--- src/rtl/supervisor_defines.vh ---
// constants for the converter fault and line-capacitor supervisor
`ifndef SUPERVISOR_DEFINES_VH
`define SUPERVISOR_DEFINES_VH

// =====================================================================
// clock
`define CLK_MHZ             250

// =====================================================================
// cycle-qualified protection counts
`define PEAK_CURRENT_TRIP_CYCLES         4
`define OVP_CYCLES          5
`define PEAK_BLANK_CYCLES   15

// =====================================================================
// times in microseconds, cycle counts derived from the clock rate
`define AVG_CURRENT_HIGH_TRIP_TIME_US        2000
`define AVG_CURRENT_LOW_TRIP_TIME_US        50000
`define RESTART_TIME_US     1000000
`define ZC_IDLE_TIME_US     700000
`define DISCHARGE_TIME_US   350000
`define ZC_KICK_TIME_US     12000
`define ZC_WINDOW_TIME_US   10000
`define AVG_CURRENT_HIGH_TRIP_CYCLES         (`AVG_CURRENT_HIGH_TRIP_TIME_US * `CLK_MHZ)
`define AVG_CURRENT_LOW_TRIP_CYCLES         (`AVG_CURRENT_LOW_TRIP_TIME_US * `CLK_MHZ)
`define RESTART_CYCLES      (`RESTART_TIME_US * `CLK_MHZ)
`define ZC_IDLE_CYCLES      (`ZC_IDLE_TIME_US * `CLK_MHZ)
`define DISCHARGE_CYCLES    (`DISCHARGE_TIME_US * `CLK_MHZ)
`define ZC_KICK_CYCLES      (`ZC_KICK_TIME_US * `CLK_MHZ)
`define ZC_WINDOW_CYCLES    (`ZC_WINDOW_TIME_US * `CLK_MHZ)

// =====================================================================
// zero-crossing test
`define ZC_STEPS            4
`define ZC_MISS_COUNT       4

// =====================================================================
// register map
`define REG_CTRL            4'h0
`define REG_STATUS          4'h4
`define REG_CAUSE           4'h8
`define CTRL_RUN_BIT        0
`define CTRL_RESET          1'b1
`define CAUSE_PEAK          0
`define CAUSE_AVG_HIGH      1
`define CAUSE_AVG_LOW       2
`define CAUSE_OVP           3
`define CAUSE_INPUT_UV      4
`define CAUSE_SUPPLY_UV     5
`define CAUSE_OVER_TEMP     6
`define CAUSE_WIDTH         7

`endif

--- src/rtl/llc_fault_and_xcap_supervisor.v ---
// fault qualification, restart, self-start and line-capacitor discharge control
//
// The register addresses and the address-and-strobe port are this design's own decisions.
`timescale 1ns/1ns
`include "supervisor_defines.vh"

// Behaviour
// four consecutive peak trips cause fault
// high average trip for 2 ms faults
// low average trip for 50 ms faults
// fault holds gates off, 1 s, restart
// five consecutive winding overvoltage cycles fault
// bulk undervoltage faults immediately, unqualified
// boot undervoltage kills high gate only
// supply undervoltage kills both gates, faults
// over-temperature faults; restart only when cleared
// low charge below short level, else high
// above start level: stop charging, enable supply
// test sequence every 700 ms when idle
// four top-step misses confirm disconnect, discharge
// crossing seen ends test, back to idle
// discharge stays enabled for 350 ms
// first test 12 ms after self-start
// restart charging preempts test and discharge
// test 12 ms after restart self-start, regardless
// crossing detection active in every mode
// discharge uses high-voltage switch plus sink
// variant without self-start disables that logic
// blank first 15 peak samples, sample per cycle
// winding event on either threshold crossing
// counters clear on deassert and fault entry
// fault ignores triggers; wait starts on entry
module llc_fault_and_xcap_supervisor #(
    parameter AVG_CURRENT_HIGH_TRIP_CYCLES      = `AVG_CURRENT_HIGH_TRIP_CYCLES,
    parameter AVG_CURRENT_LOW_TRIP_CYCLES      = `AVG_CURRENT_LOW_TRIP_CYCLES,
    parameter RESTART_CYCLES   = `RESTART_CYCLES,
    parameter ZC_IDLE_CYCLES   = `ZC_IDLE_CYCLES,
    parameter DISCHARGE_CYCLES = `DISCHARGE_CYCLES,
    parameter ZC_KICK_CYCLES   = `ZC_KICK_CYCLES,
    parameter ZC_WINDOW_CYCLES = `ZC_WINDOW_CYCLES,
    parameter TW               = 28
) (
    input  wire        ref_clk,
    input  wire        rstn,
    input  wire        clk_en,
    input  wire [3:0]  reg_addr,
    input  wire [31:0] reg_wdata,
    input  wire        reg_wr,
    input  wire        reg_rd,
    output reg  [31:0] reg_rdata,
    input  wire        cycle_tick,
    input  wire        gate_request_high,
    input  wire        gate_request_low,
    input  wire        peak_current_trip,
    input  wire        avg_current_high_trip,
    input  wire        avg_current_low_trip,
    input  wire        aux_winding_over_pos,
    input  wire        aux_winding_over_neg,
    input  wire        input_undervoltage_trip,
    input  wire        boot_rail_uv,
    input  wire        regulated_supply_uv,
    input  wire        over_temp,
    input  wire        supply_above_short,
    input  wire        supply_above_start,
    input  wire        zero_cross,
    input  wire        selfstart_enable,
    output reg         high_gate_out,
    output reg         low_gate_out,
    output reg         fault_active,
    output reg         hv_charge_on,
    output reg         hv_charge_high,
    output reg         regulated_supply_en,
    output reg         hv_switch_on,
    output reg         line_cap_discharge_current,
    output reg  [2:0]  test_current_step
);

    // =================================================================
    // states and derived limits
    localparam [1:0] ST_START = 2'h0;
    localparam [1:0] ST_RUN   = 2'h1;
    localparam [1:0] ST_FAULT = 2'h2;
    localparam [1:0] ST_OTWAIT = 2'h3;
    localparam [1:0] Z_IDLE   = 2'h0;
    localparam [1:0] Z_STEP   = 2'h1;
    localparam [1:0] Z_DISCH  = 2'h2;

    localparam [TW-1:0] AVG_CURRENT_HIGH_TRIP_LAST    = AVG_CURRENT_HIGH_TRIP_CYCLES - 1;
    localparam [TW-1:0] AVG_CURRENT_LOW_TRIP_LAST    = AVG_CURRENT_LOW_TRIP_CYCLES - 1;
    localparam [TW-1:0] RESTART_LAST = RESTART_CYCLES - 1;
    localparam [TW-1:0] IDLE_LAST    = ZC_IDLE_CYCLES - 1;
    localparam [TW-1:0] DISCH_LAST   = DISCHARGE_CYCLES - 1;
    localparam [TW-1:0] KICK_LAST    = ZC_KICK_CYCLES - 1;
    localparam [TW-1:0] WIN_LAST     = ZC_WINDOW_CYCLES - 1;
    localparam [2:0]    PEAK_LAST    = `PEAK_CURRENT_TRIP_CYCLES - 1;
    localparam [2:0]    OVP_LAST     = `OVP_CYCLES - 1;
    localparam [3:0]    BLANK_DONE   = `PEAK_BLANK_CYCLES;
    localparam [2:0]    TOP_STEP     = `ZC_STEPS;
    localparam [2:0]    MISS_LAST    = `ZC_MISS_COUNT - 1;

    reg [1:0]    state;
    reg [TW-1:0] restart_cnt;
    reg          charged;
    reg          selfstart_done;
    reg          run_enable;
    reg [`CAUSE_WIDTH-1:0] cause;

    reg [2:0]    peak_cnt;
    reg [2:0]    ovp_cnt;
    reg [3:0]    blank_cnt;
    reg [TW-1:0] avg_hi_cnt;
    reg [TW-1:0] avg_lo_cnt;

    reg [1:0]    zstate;
    reg [TW-1:0] ztimer;
    reg [TW-1:0] kick_cnt;
    reg          kick_armed;
    reg [2:0]    miss_cnt;
    reg          zc_seen;

    // =================================================================
    // protection triggers
    wire active      = (state == ST_START) || (state == ST_RUN);
    wire ovp_event   = aux_winding_over_pos | aux_winding_over_neg;
    wire blank_done  = (blank_cnt == BLANK_DONE);
    wire peak_sample = cycle_tick & peak_current_trip & blank_done;
    wire peak_hit    = peak_sample & (peak_cnt == PEAK_LAST);
    wire ovp_hit     = cycle_tick & ovp_event & (ovp_cnt == OVP_LAST);
    wire avg_hi_hit  = avg_current_high_trip & (avg_hi_cnt == AVG_CURRENT_HIGH_TRIP_LAST);
    wire avg_lo_hit  = avg_current_low_trip & (avg_lo_cnt == AVG_CURRENT_LOW_TRIP_LAST);

    wire [`CAUSE_WIDTH-1:0] trip_vec = {over_temp,
                                        regulated_supply_uv,
                                        input_undervoltage_trip,
                                        ovp_hit, avg_lo_hit, avg_hi_hit, peak_hit};
    // only start and run can fault, so the wait restarts on entry
    wire fault_entry = active & (|trip_vec);

    // =================================================================
    // qualification counters
    always @(posedge ref_clk or negedge rstn) begin
        if (!rstn) begin
            peak_cnt   <= 3'h0;
            ovp_cnt    <= 3'h0;
            blank_cnt  <= 4'h0;
            avg_hi_cnt <= {TW{1'b0}};
            avg_lo_cnt <= {TW{1'b0}};
        end else if (clk_en) begin
            if (fault_entry || !active) begin
                peak_cnt   <= 3'h0;
                ovp_cnt    <= 3'h0;
                blank_cnt  <= 4'h0;
                avg_hi_cnt <= {TW{1'b0}};
                avg_lo_cnt <= {TW{1'b0}};
            end else begin
                if (state != ST_RUN)
                    blank_cnt <= 4'h0;
                else if (cycle_tick && !blank_done)
                    blank_cnt <= blank_cnt + 4'h1;
                if (cycle_tick) begin
                    peak_cnt <= peak_sample ? peak_cnt + 3'h1 : 3'h0;
                    ovp_cnt  <= ovp_event ? ovp_cnt + 3'h1 : 3'h0;
                end
                avg_hi_cnt <= avg_current_high_trip ? avg_hi_cnt + 1'b1 : {TW{1'b0}};
                avg_lo_cnt <= avg_current_low_trip ? avg_lo_cnt + 1'b1 : {TW{1'b0}};
            end
        end
    end

    // =================================================================
    // main sequencer: startup, run, fault wait, over-temperature hold
    always @(posedge ref_clk or negedge rstn) begin
        if (!rstn) begin
            state               <= ST_START;
            restart_cnt         <= {TW{1'b0}};
            charged             <= 1'b0;
            selfstart_done      <= 1'b0;
            hv_charge_on        <= 1'b0;
            hv_charge_high      <= 1'b0;
            regulated_supply_en <= 1'b0;
            fault_active        <= 1'b0;
        end else if (clk_en) begin
            selfstart_done <= 1'b0;
            if (fault_entry) begin
                state        <= ST_FAULT;
                restart_cnt  <= {TW{1'b0}};
                fault_active <= 1'b1;
                hv_charge_on <= 1'b0;
            end else begin
                case (state)
                    ST_START: begin
                        if (!selfstart_enable) begin
                            // external supply: never charge
                            hv_charge_on        <= 1'b0;
                            hv_charge_high      <= 1'b0;
                            regulated_supply_en <= 1'b1;
                            charged             <= 1'b1;
                        end else if (!charged && !supply_above_start) begin
                            hv_charge_on   <= 1'b1;
                            hv_charge_high <= supply_above_short;
                        end else begin
                            hv_charge_on        <= 1'b0;
                            hv_charge_high      <= 1'b0;
                            regulated_supply_en <= 1'b1;
                            charged             <= 1'b1;
                            selfstart_done      <= ~charged;
                        end
                        if (charged && run_enable)
                            state <= ST_RUN;
                    end
                    ST_RUN: begin
                        fault_active <= 1'b0;
                    end
                    ST_FAULT: begin
                        if (restart_cnt == RESTART_LAST) begin
                            state   <= over_temp ? ST_OTWAIT : ST_START;
                            charged <= 1'b0;
                        end else begin
                            restart_cnt <= restart_cnt + 1'b1;
                        end
                    end
                    default: begin
                        if (!over_temp)
                            state <= ST_START;
                    end
                endcase
            end
        end
    end

    // =================================================================
    // gate drive, retimed so every output is a flop
    wire next_high = (state == ST_RUN) & gate_request_high & ~fault_entry
                     & ~boot_rail_uv & ~regulated_supply_uv;
    wire next_low  = (state == ST_RUN) & gate_request_low & ~fault_entry
                     & ~regulated_supply_uv;

    always @(posedge ref_clk or negedge rstn) begin
        if (!rstn) begin
            high_gate_out <= 1'b0;
            low_gate_out  <= 1'b0;
            hv_switch_on  <= 1'b0;
        end else if (clk_en) begin
            high_gate_out <= next_high;
            low_gate_out  <= next_low;
            hv_switch_on  <= hv_charge_on | line_cap_discharge_current;
        end
    end

    // =================================================================
    // zero-crossing test and line-capacitor discharge
    // one crossing expected per step window
    always @(posedge ref_clk or negedge rstn) begin
        if (!rstn) begin
            zstate                     <= Z_IDLE;
            ztimer                     <= {TW{1'b0}};
            kick_cnt                   <= {TW{1'b0}};
            kick_armed                 <= 1'b0;
            miss_cnt                   <= 3'h0;
            test_current_step          <= 3'h0;
            line_cap_discharge_current <= 1'b0;
            zc_seen                    <= 1'b0;
        end else if (clk_en) begin
            zc_seen <= zero_cross;
            if (!selfstart_enable || hv_charge_on) begin
                // charging owns the high-voltage path
                zstate                     <= Z_IDLE;
                ztimer                     <= {TW{1'b0}};
                test_current_step          <= 3'h0;
                line_cap_discharge_current <= 1'b0;
                kick_armed                 <= 1'b0;
            end else begin
                if (selfstart_done) begin
                    kick_armed <= 1'b1;
                    kick_cnt   <= {TW{1'b0}};
                end else if (kick_armed && kick_cnt != KICK_LAST) begin
                    kick_cnt <= kick_cnt + 1'b1;
                end
                case (zstate)
                    Z_IDLE: begin
                        test_current_step <= 3'h0;
                        if ((kick_armed && kick_cnt == KICK_LAST) ||
                            ztimer == IDLE_LAST) begin
                            zstate            <= Z_STEP;
                            ztimer            <= {TW{1'b0}};
                            test_current_step <= 3'h1;
                            miss_cnt          <= 3'h0;
                            kick_armed        <= 1'b0;
                        end else begin
                            ztimer <= ztimer + 1'b1;
                        end
                    end
                    Z_STEP: begin
                        if (zero_cross) begin
                            zstate            <= Z_IDLE;
                            ztimer            <= {TW{1'b0}};
                            test_current_step <= 3'h0;
                        end else if (ztimer == WIN_LAST) begin
                            ztimer <= {TW{1'b0}};
                            if (test_current_step != TOP_STEP) begin
                                test_current_step <= test_current_step + 3'h1;
                            end else if (miss_cnt == MISS_LAST) begin
                                zstate                     <= Z_DISCH;
                                test_current_step          <= 3'h0;
                                line_cap_discharge_current <= 1'b1;
                            end else begin
                                miss_cnt <= miss_cnt + 3'h1;
                            end
                        end else begin
                            ztimer <= ztimer + 1'b1;
                        end
                    end
                    Z_DISCH: begin
                        if (ztimer == DISCH_LAST) begin
                            zstate                     <= Z_IDLE;
                            ztimer                     <= {TW{1'b0}};
                            line_cap_discharge_current <= 1'b0;
                        end else begin
                            ztimer <= ztimer + 1'b1;
                        end
                    end
                    default: begin
                        zstate <= Z_IDLE;
                    end
                endcase
            end
        end
    end

    // =================================================================
    // register port
    always @(posedge ref_clk or negedge rstn) begin
        if (!rstn) begin
            run_enable <= `CTRL_RESET;
            cause      <= {`CAUSE_WIDTH{1'b0}};
            reg_rdata  <= 32'h00000000;
        end else if (clk_en) begin
            if (reg_wr && reg_addr == `REG_CTRL)
                run_enable <= reg_wdata[`CTRL_RUN_BIT];
            // a new cause beats a same-cycle clear
            if (reg_wr && reg_addr == `REG_CAUSE)
                cause <= (cause & ~reg_wdata[`CAUSE_WIDTH-1:0])
                         | (fault_entry ? trip_vec : {`CAUSE_WIDTH{1'b0}});
            else if (fault_entry)
                cause <= cause | trip_vec;
            reg_rdata <= 32'h00000000;
            if (reg_rd) begin
                if (reg_addr == `REG_CTRL)
                    reg_rdata <= {31'h00000000, run_enable};
                else if (reg_addr == `REG_STATUS)
                    reg_rdata <= {20'h00000, zc_seen, line_cap_discharge_current,
                                  test_current_step, zstate, charged,
                                  regulated_supply_en, hv_charge_on, state};
                else if (reg_addr == `REG_CAUSE)
                    reg_rdata <= {25'h0000000, cause};
            end
        end
    end

endmodule // llc_fault_and_xcap_supervisor

--- config.mk ---
export PLATFORM = sky130hd
export DESIGN_NAME = llc_fault_and_xcap_supervisor
export DESIGN_NICKNAME = d
export VERILOG_FILES = /design/src/rtl/llc_fault_and_xcap_supervisor.v
export VERILOG_INCLUDE_DIRS = /design/src /design/src/rtl
export SDC_FILE = /design/constraint.sdc
export NUM_CORES = 1
export LEC_CHECK = 0
export BUFFER_PORTS_ARGS = -buffer_cell sky130_fd_sc_hd__buf_2
export CAP_MARGIN = 10
export CORE_ASPECT_RATIO = 0.5
export CORE_MARGIN = 4
export CORE_UTILIZATION = 60
export DETAILED_ROUTE_END_ITERATION = 7
export GPL_ROUTABILITY_DRIVEN = 1
export PLACE_DENSITY = 0.91
export SKIP_LAST_GASP = 1
export SYNTH_ARGS = -nofsm -noshare
export SYNTH_HDL_FRONTEND = slang
export SYNTH_SLANG_ARGS = --single-unit
export TNS_END_PERCENT = 1
--- constraint.sdc ---
create_clock -name ref_clk -period 2.55 [get_ports ref_clk]
set_input_delay 0.6375 -clock ref_clk [delete_from_list [all_inputs] [get_ports ref_clk]]
set_output_delay 0.6375 -clock ref_clk [all_outputs]
set_load 0.01 [all_outputs]
# Yosys cells after proc, flatten, opt, wreduce, memory -nomap -nowiden

Cells that the tools add are included.

Muxes and demuxes: 85
Equal/unequal tests: 43
Add/sub/neg operators: 10
Bitwise logic cells: 26
Reductions and logical operators: 49

Operators with widths:

| cell                    | number |
|---|---|
| $mux W28                | 14 |
| $add A28 B1 Y28 const B | 5 |
| $pmux W28 S3            | 1 |
| $eq A28 B22 Y1 const B  | 2 |
| $eq A28 B28 Y1 const B  | 2 |
| $mux W3                 | 16 |
| $mux W12                | 3 |
| $eq A28 B19 Y1 const B  | 1 |
| $eq A28 B24 Y1 const B  | 1 |
| $eq A28 B27 Y1 const B  | 1 |
| $mux W7                 | 4 |
| $ne A28 B22 Y1 const B  | 1 |
| $ne A3 B3 Y1 const B    | 9 |
| $mux W1                 | 26 |
| $mux W2                 | 12 |
| $ne A2 B2 Y1 const B    | 9 |
| $reduce_bool A2 Y1      | 8 |
| $and A1 B1 Y1           | 15 |
| $or A7 B7 Y7            | 2 |
| $reduce_and A2 Y1       | 7 |
| $add A3 B1 Y3 const B   | 4 |
| $mux W4                 | 3 |
| $ne A4 B4 Y1 const B    | 3 |
| $pmux W2 S3             | 2 |
| 31 further kinds        | 62 |

Word-level logic and storage cells: 240
Flip-flop bits (word level): 212
Output and inout port bits: 43
Input port bits: 57

# Logic depth before layout (Yosys ltp)

Depth in word-level cells: 9
Depth in mapped cells: 10
Mapped depth without buffers: 8

# Least setup slack after synthesis

OpenSTA, ideal clock, no wires.

Path type: register to register
From: register zstate[1]
To: register ztimer[18]
Data arrival time: 2.206 ns
Path buffers: 1
Data required time: 2.434 ns
Period minus slack after synthesis: 2.321 ns
Stages on the path, launching flop included: 9
Setup slack: 0.229 ns
Library setup time: 0.116 ns
Cells stage by stage: dfrtp_1 > inv_1 > ha_1 > clkbuf_1 > o41ai_1 > nor4_1 > a21boi_0 > nand4_1 > o311ai_0

Longest elaborated chain between the ends: 3
Elaborated cells between the ends (all ways): 7
Those cells by class: eq/ne: 2; mux: 2; reduce/logical: 3

RTL lines:

| what                                               | RTL line                            | source |
|---|---|---|
| start, declared                                    | llc_fault_and_xcap_supervisor.v:114 | `reg [1:0] zstate;` |
| start signal, assigned                             | llc_fault_and_xcap_supervisor.v:255 | `zstate <= Z_IDLE;` |
| start signal, assigned                             | llc_fault_and_xcap_supervisor.v:267 | `zstate <= Z_IDLE;` |
| start signal, assigned                             | llc_fault_and_xcap_supervisor.v:284 | `zstate <= Z_STEP;` |
| $eq A2 B2 Y1, or another cell as far along         | llc_fault_and_xcap_supervisor.v:279 | `case (zstate)` |
| $pmux W28 S3 or $reduce_bool A4 Y1 (tied branches) | --                                  |  |
| $mux W28 or $reduce_and A2 Y1 (tied branches)      | --                                  |  |
| end signal, assigned                               | llc_fault_and_xcap_supervisor.v:268 | `ztimer <= {TW{1'b0}};` |
| end signal, assigned                               | llc_fault_and_xcap_supervisor.v:285 | `ztimer <= {TW{1'b0}};` |
| end signal, assigned                               | llc_fault_and_xcap_supervisor.v:290 | `ztimer <= ztimer + 1'b1;` |
| end, declared                                      | llc_fault_and_xcap_supervisor.v:115 | `reg [TW-1:0] ztimer;` |

Parallel ways exist; a longest one is shown, timed or not.
A chain may end at the register's enable or synchronous reset.

# Final worst setup path

From: register ztimer[12]
To: register ztimer[2]

Longest elaborated chain between the ends: 5
Elaborated cells between the ends (all ways): 10
Those cells by class: eq/ne: 3; mux: 6; reduce/logical: 1

RTL lines:

| what                                             | RTL line                                                                 | source |
|---|---|---|
| start signal, assigned                           | llc_fault_and_xcap_supervisor.v:256                                      | `ztimer <= {TW{1'b0}};` |
| start signal, assigned                           | llc_fault_and_xcap_supervisor.v:268                                      |  |
| start signal, assigned                           | llc_fault_and_xcap_supervisor.v:285                                      |  |
| $eq A28 B22 Y1 or $eq A28 B28 Y1 (tied branches) | llc_fault_and_xcap_supervisor.v:298, llc_fault_and_xcap_supervisor.v:283 |  |
| $mux W28 or $logic_or A1 B1 Y1 (tied branches)   | llc_fault_and_xcap_supervisor.v:298, llc_fault_and_xcap_supervisor.v:282 |  |
| $mux W28 (on tied branches)                      | llc_fault_and_xcap_supervisor.v:294, llc_fault_and_xcap_supervisor.v:282 |  |
| $pmux W28 S3 (*)                                 | llc_fault_and_xcap_supervisor.v:279                                      |  |
| $mux W28 (*)                                     | llc_fault_and_xcap_supervisor.v:265                                      | `if (!selfstart_enable \|\| hv_charge_on) begin` |

Mark *: on every way between the ends. The rest lies on a longest branch, timed or not.

==> impl_metrics.toml <==
[status]
status = "complete, no violations"

[timing]
holdWs_ns = 0.171
hold_violations = 0
slew_viol_final = 0
skew_ns = 0.00876
tightestPinTransition_ns = 0.585
final.period_utilization_pct = 98.8
setup_viol = 0
maxSlewHeadroom_pct = 60.6
rsz0062_at_grt = "true"
final.min_clock_period_ns = 2.52
fmax_mhz = 397

[pwr]
leakagePower_nw = 5.08
p_total_mw = 6.98
cellPowerDensity_nw_per_um2 = 573
ir_worst_vdd_uv = 523

[yosys]
ys_seq_area_share_pct = 44.5
synth_cells = 1209
synthArstFlopShare_pct = 100
syn_area_per_cell_um2 = 8.94
yosysTopAreaCell = "dfrtp_1"
synth_ff_type = "dfrtp_1"
synth_cell_types = 78
synth_area_leaders = "dfrtp_1 44%, nand2_1 4.5%, xor2_1 3.7%"
synth_edf_count = 0
synth_top_area_share_pct = 44.2
ys_ff_latch = 192
ys_warn_count = 0
syn_area_um2 = 10800

[drt]
routed_wl_um = 27300
detail-route-antenna-nets = 0
wl_per_cell_um = 17.8
drtPass1Iterations = 5
drt_iter0_drc = 886
drcViolationCount = 0
vias_per_cell = 6.41
num_vias = 9813

[cells_and_area]
layout_commonest_cell = "dfrtp_1"
layout_common_cells = "191 x dfrtp_1, 129 x nand2_1, 88 x nor2_1"
final_area_um2 = 12200
syn_to_final_growth_pct = 12.7
nNetsFinal = 1359
diodes = 0
drive_gt1_share_pct = 13.3
final_cell_count_no_fill = 1531

[floorplanning]
initial_core_util_pct = 61.7
pin_count = 100
rows = 34
die_x_um = 198
coreArea_um2 = 17500
die_h_um = 103
die-area_um2 = 20400

[clock_network]
clock_latency_ns = 0.44
cts_buffer_depth = 2
cts_tree = "done"
cts_max_level = 4
clock-sinks = 192
clkTransAtPathRegs_ns = 0.07
numCtsBuffers = 17
postCtsHoldBufs = 0
cts_root_buf = "clkbuf_16"

[grt]
grt_pass1_vias = 9457
grt_use_total_pct = 27.0
grt_pass1_wl_um = 45300
grt_max_degree = 60
grt_remaining_overflow = 0
antenna_found_initial = 0

[place]
port_buffers = 54
dp_hpwl_um = 18800
dp.cells = 1498
place_area_um2 = 11600
gp_congestion = 0.956

[run]
drv_cap = 0

[critical_path]
cp_max_fo = 11
cp.arrival_ns = 2.83
cp-start-kind = "flip-flop"
required_ns = 2.86
cp-end-kind = "flip-flop"
worstSetupPathType = "reg -> reg"
regToRegSetupSlack_ns = 0.03

[min_path]
hp-class = "in -> async"
-- layer usage --
metal,GRT usage (%),wire length (um),up-vias,share of wire (%)
met2,46.8,13600,461,50
met1,34.8,11200,4767,41
met3,4.80,1820,88,6.6
met4,9.99,733,0,2.7
li1,-,-,4497,-
met5,0,0,-,0
-- area by class of cell --
cell class	instances	area, um2
fillers	1231	5350
clock buffers	17	425
clock inverters	15	154
flip-flops and latches	192	4810
multi-input cells	897	5500
repair buffers	108	747
well taps	234	293
inverters	68	255
-- what timing repair did --
action | CTS | global route
pin swaps | 0 | 1
gates cloned | 0 | 0
endpoints found under the setup margin | 16 | 53
setup buffers | 0 | 1
resized for setup | 1 | 6
-- cells in the mapped netlist, types with 13 or more instances --
cell      instances
nand2_1         129
ha_1             18
nor2_1           88
a31oi_1          13
nor4_1           23
nor3_1           32
clkbuf_1         36
nand4_1          32
dfrtp_1         191
o22ai_1          22
inv_1            68
buf_4            22
o21ai_0          71
xor2_1           46
a21oi_1          48
nand3_1          76
nand2b_1         14
and3_1           31
or3_1            23
xnor2_1          22
-- where the power goes --
part / switching (mW) / internal (mW)
combinational: 0.612 / 0.337
clock: 1.29 / 1.39
sequential: 0.174 / 3.19
total: 2.07 / 4.91
-- cell families (layout without fill, tap and decap cells) --
family / Yosys count / count (layout) / share of synthesized area [%]
adders and majority gates: 18 / 18 / 2.08
and+or+nand+nor: 531 / 531 / 25.9
DFF: 192 / 192 / 44.5
AOI/OAI and AO/OA: 253 / 253 / 15.5
muxes: 7 / 7 / 0.683
xor gates and xnor gates: 68 / 68 / 5.51
other: 1 / 20 / 0.0347
buffers and inverters: 139 / 208 / 5.78
-- final timing paths --
kind | to | start | cells after the start
max in group asynchronous | restart_cnt[18]$_DFFE_PN0P_ | rstn | 2
max | ztimer[2]$_DFFE_PN0P_ | ztimer[12]$_DFFE_PN0P_ | 7
min reg2reg | ovp_cnt[2]$_DFFE_PN0P_ | ovp_cnt[2]$_DFFE_PN0P_ | 1
min | ztimer[25]$_DFFE_PN0P_ | rstn | 1
min in group ref_clk | high_gate_out$_DFFE_PN0P_ | boot_rail_uv | 2
max reg2reg | ztimer[2]$_DFFE_PN0P_ | ztimer[12]$_DFFE_PN0P_ | 7
-- through the flow --
stage / util (%) / setup TNS [ns] / setup slack (ns)
after global routing: 69.5 / -0.568 / -0.101
after detailed placement: 65.9 / -0.694 / -0.159
after CTS: 69.3 / -0.444 / -0.0924
final: 69.5 / 0 / 0.0318
after global placement: 65.9 / -0.0572 / -0.0410
after floorplan: - / 0 / 0.229
-- registers in the layout, indices dropped and copies added, names as in the netlist, 2 cells and up --
register,cells
avg_hi_cnt,28
state,2
ztimer,28
reg_rdata,12
blank_cnt,4
avg_lo_cnt,28
peak_cnt,3
zstate,2
restart_cnt,28
cause,7
test_current_step,3
miss_cnt,3
ovp_cnt,3
kick_cnt,28
-- critical path, stage by stage (launching register included) --
cell and delay [ns]:
dfrtp_1 0.42, nor4b_1 0.37, nor4bb_1 0.53, a32o_1 0.35, nand2b_1 0.14, buf_4 0.21
nand4_1 0.23, o22ai_1 0.13
No activity file was read; power rests on OpenSTA's default activity.
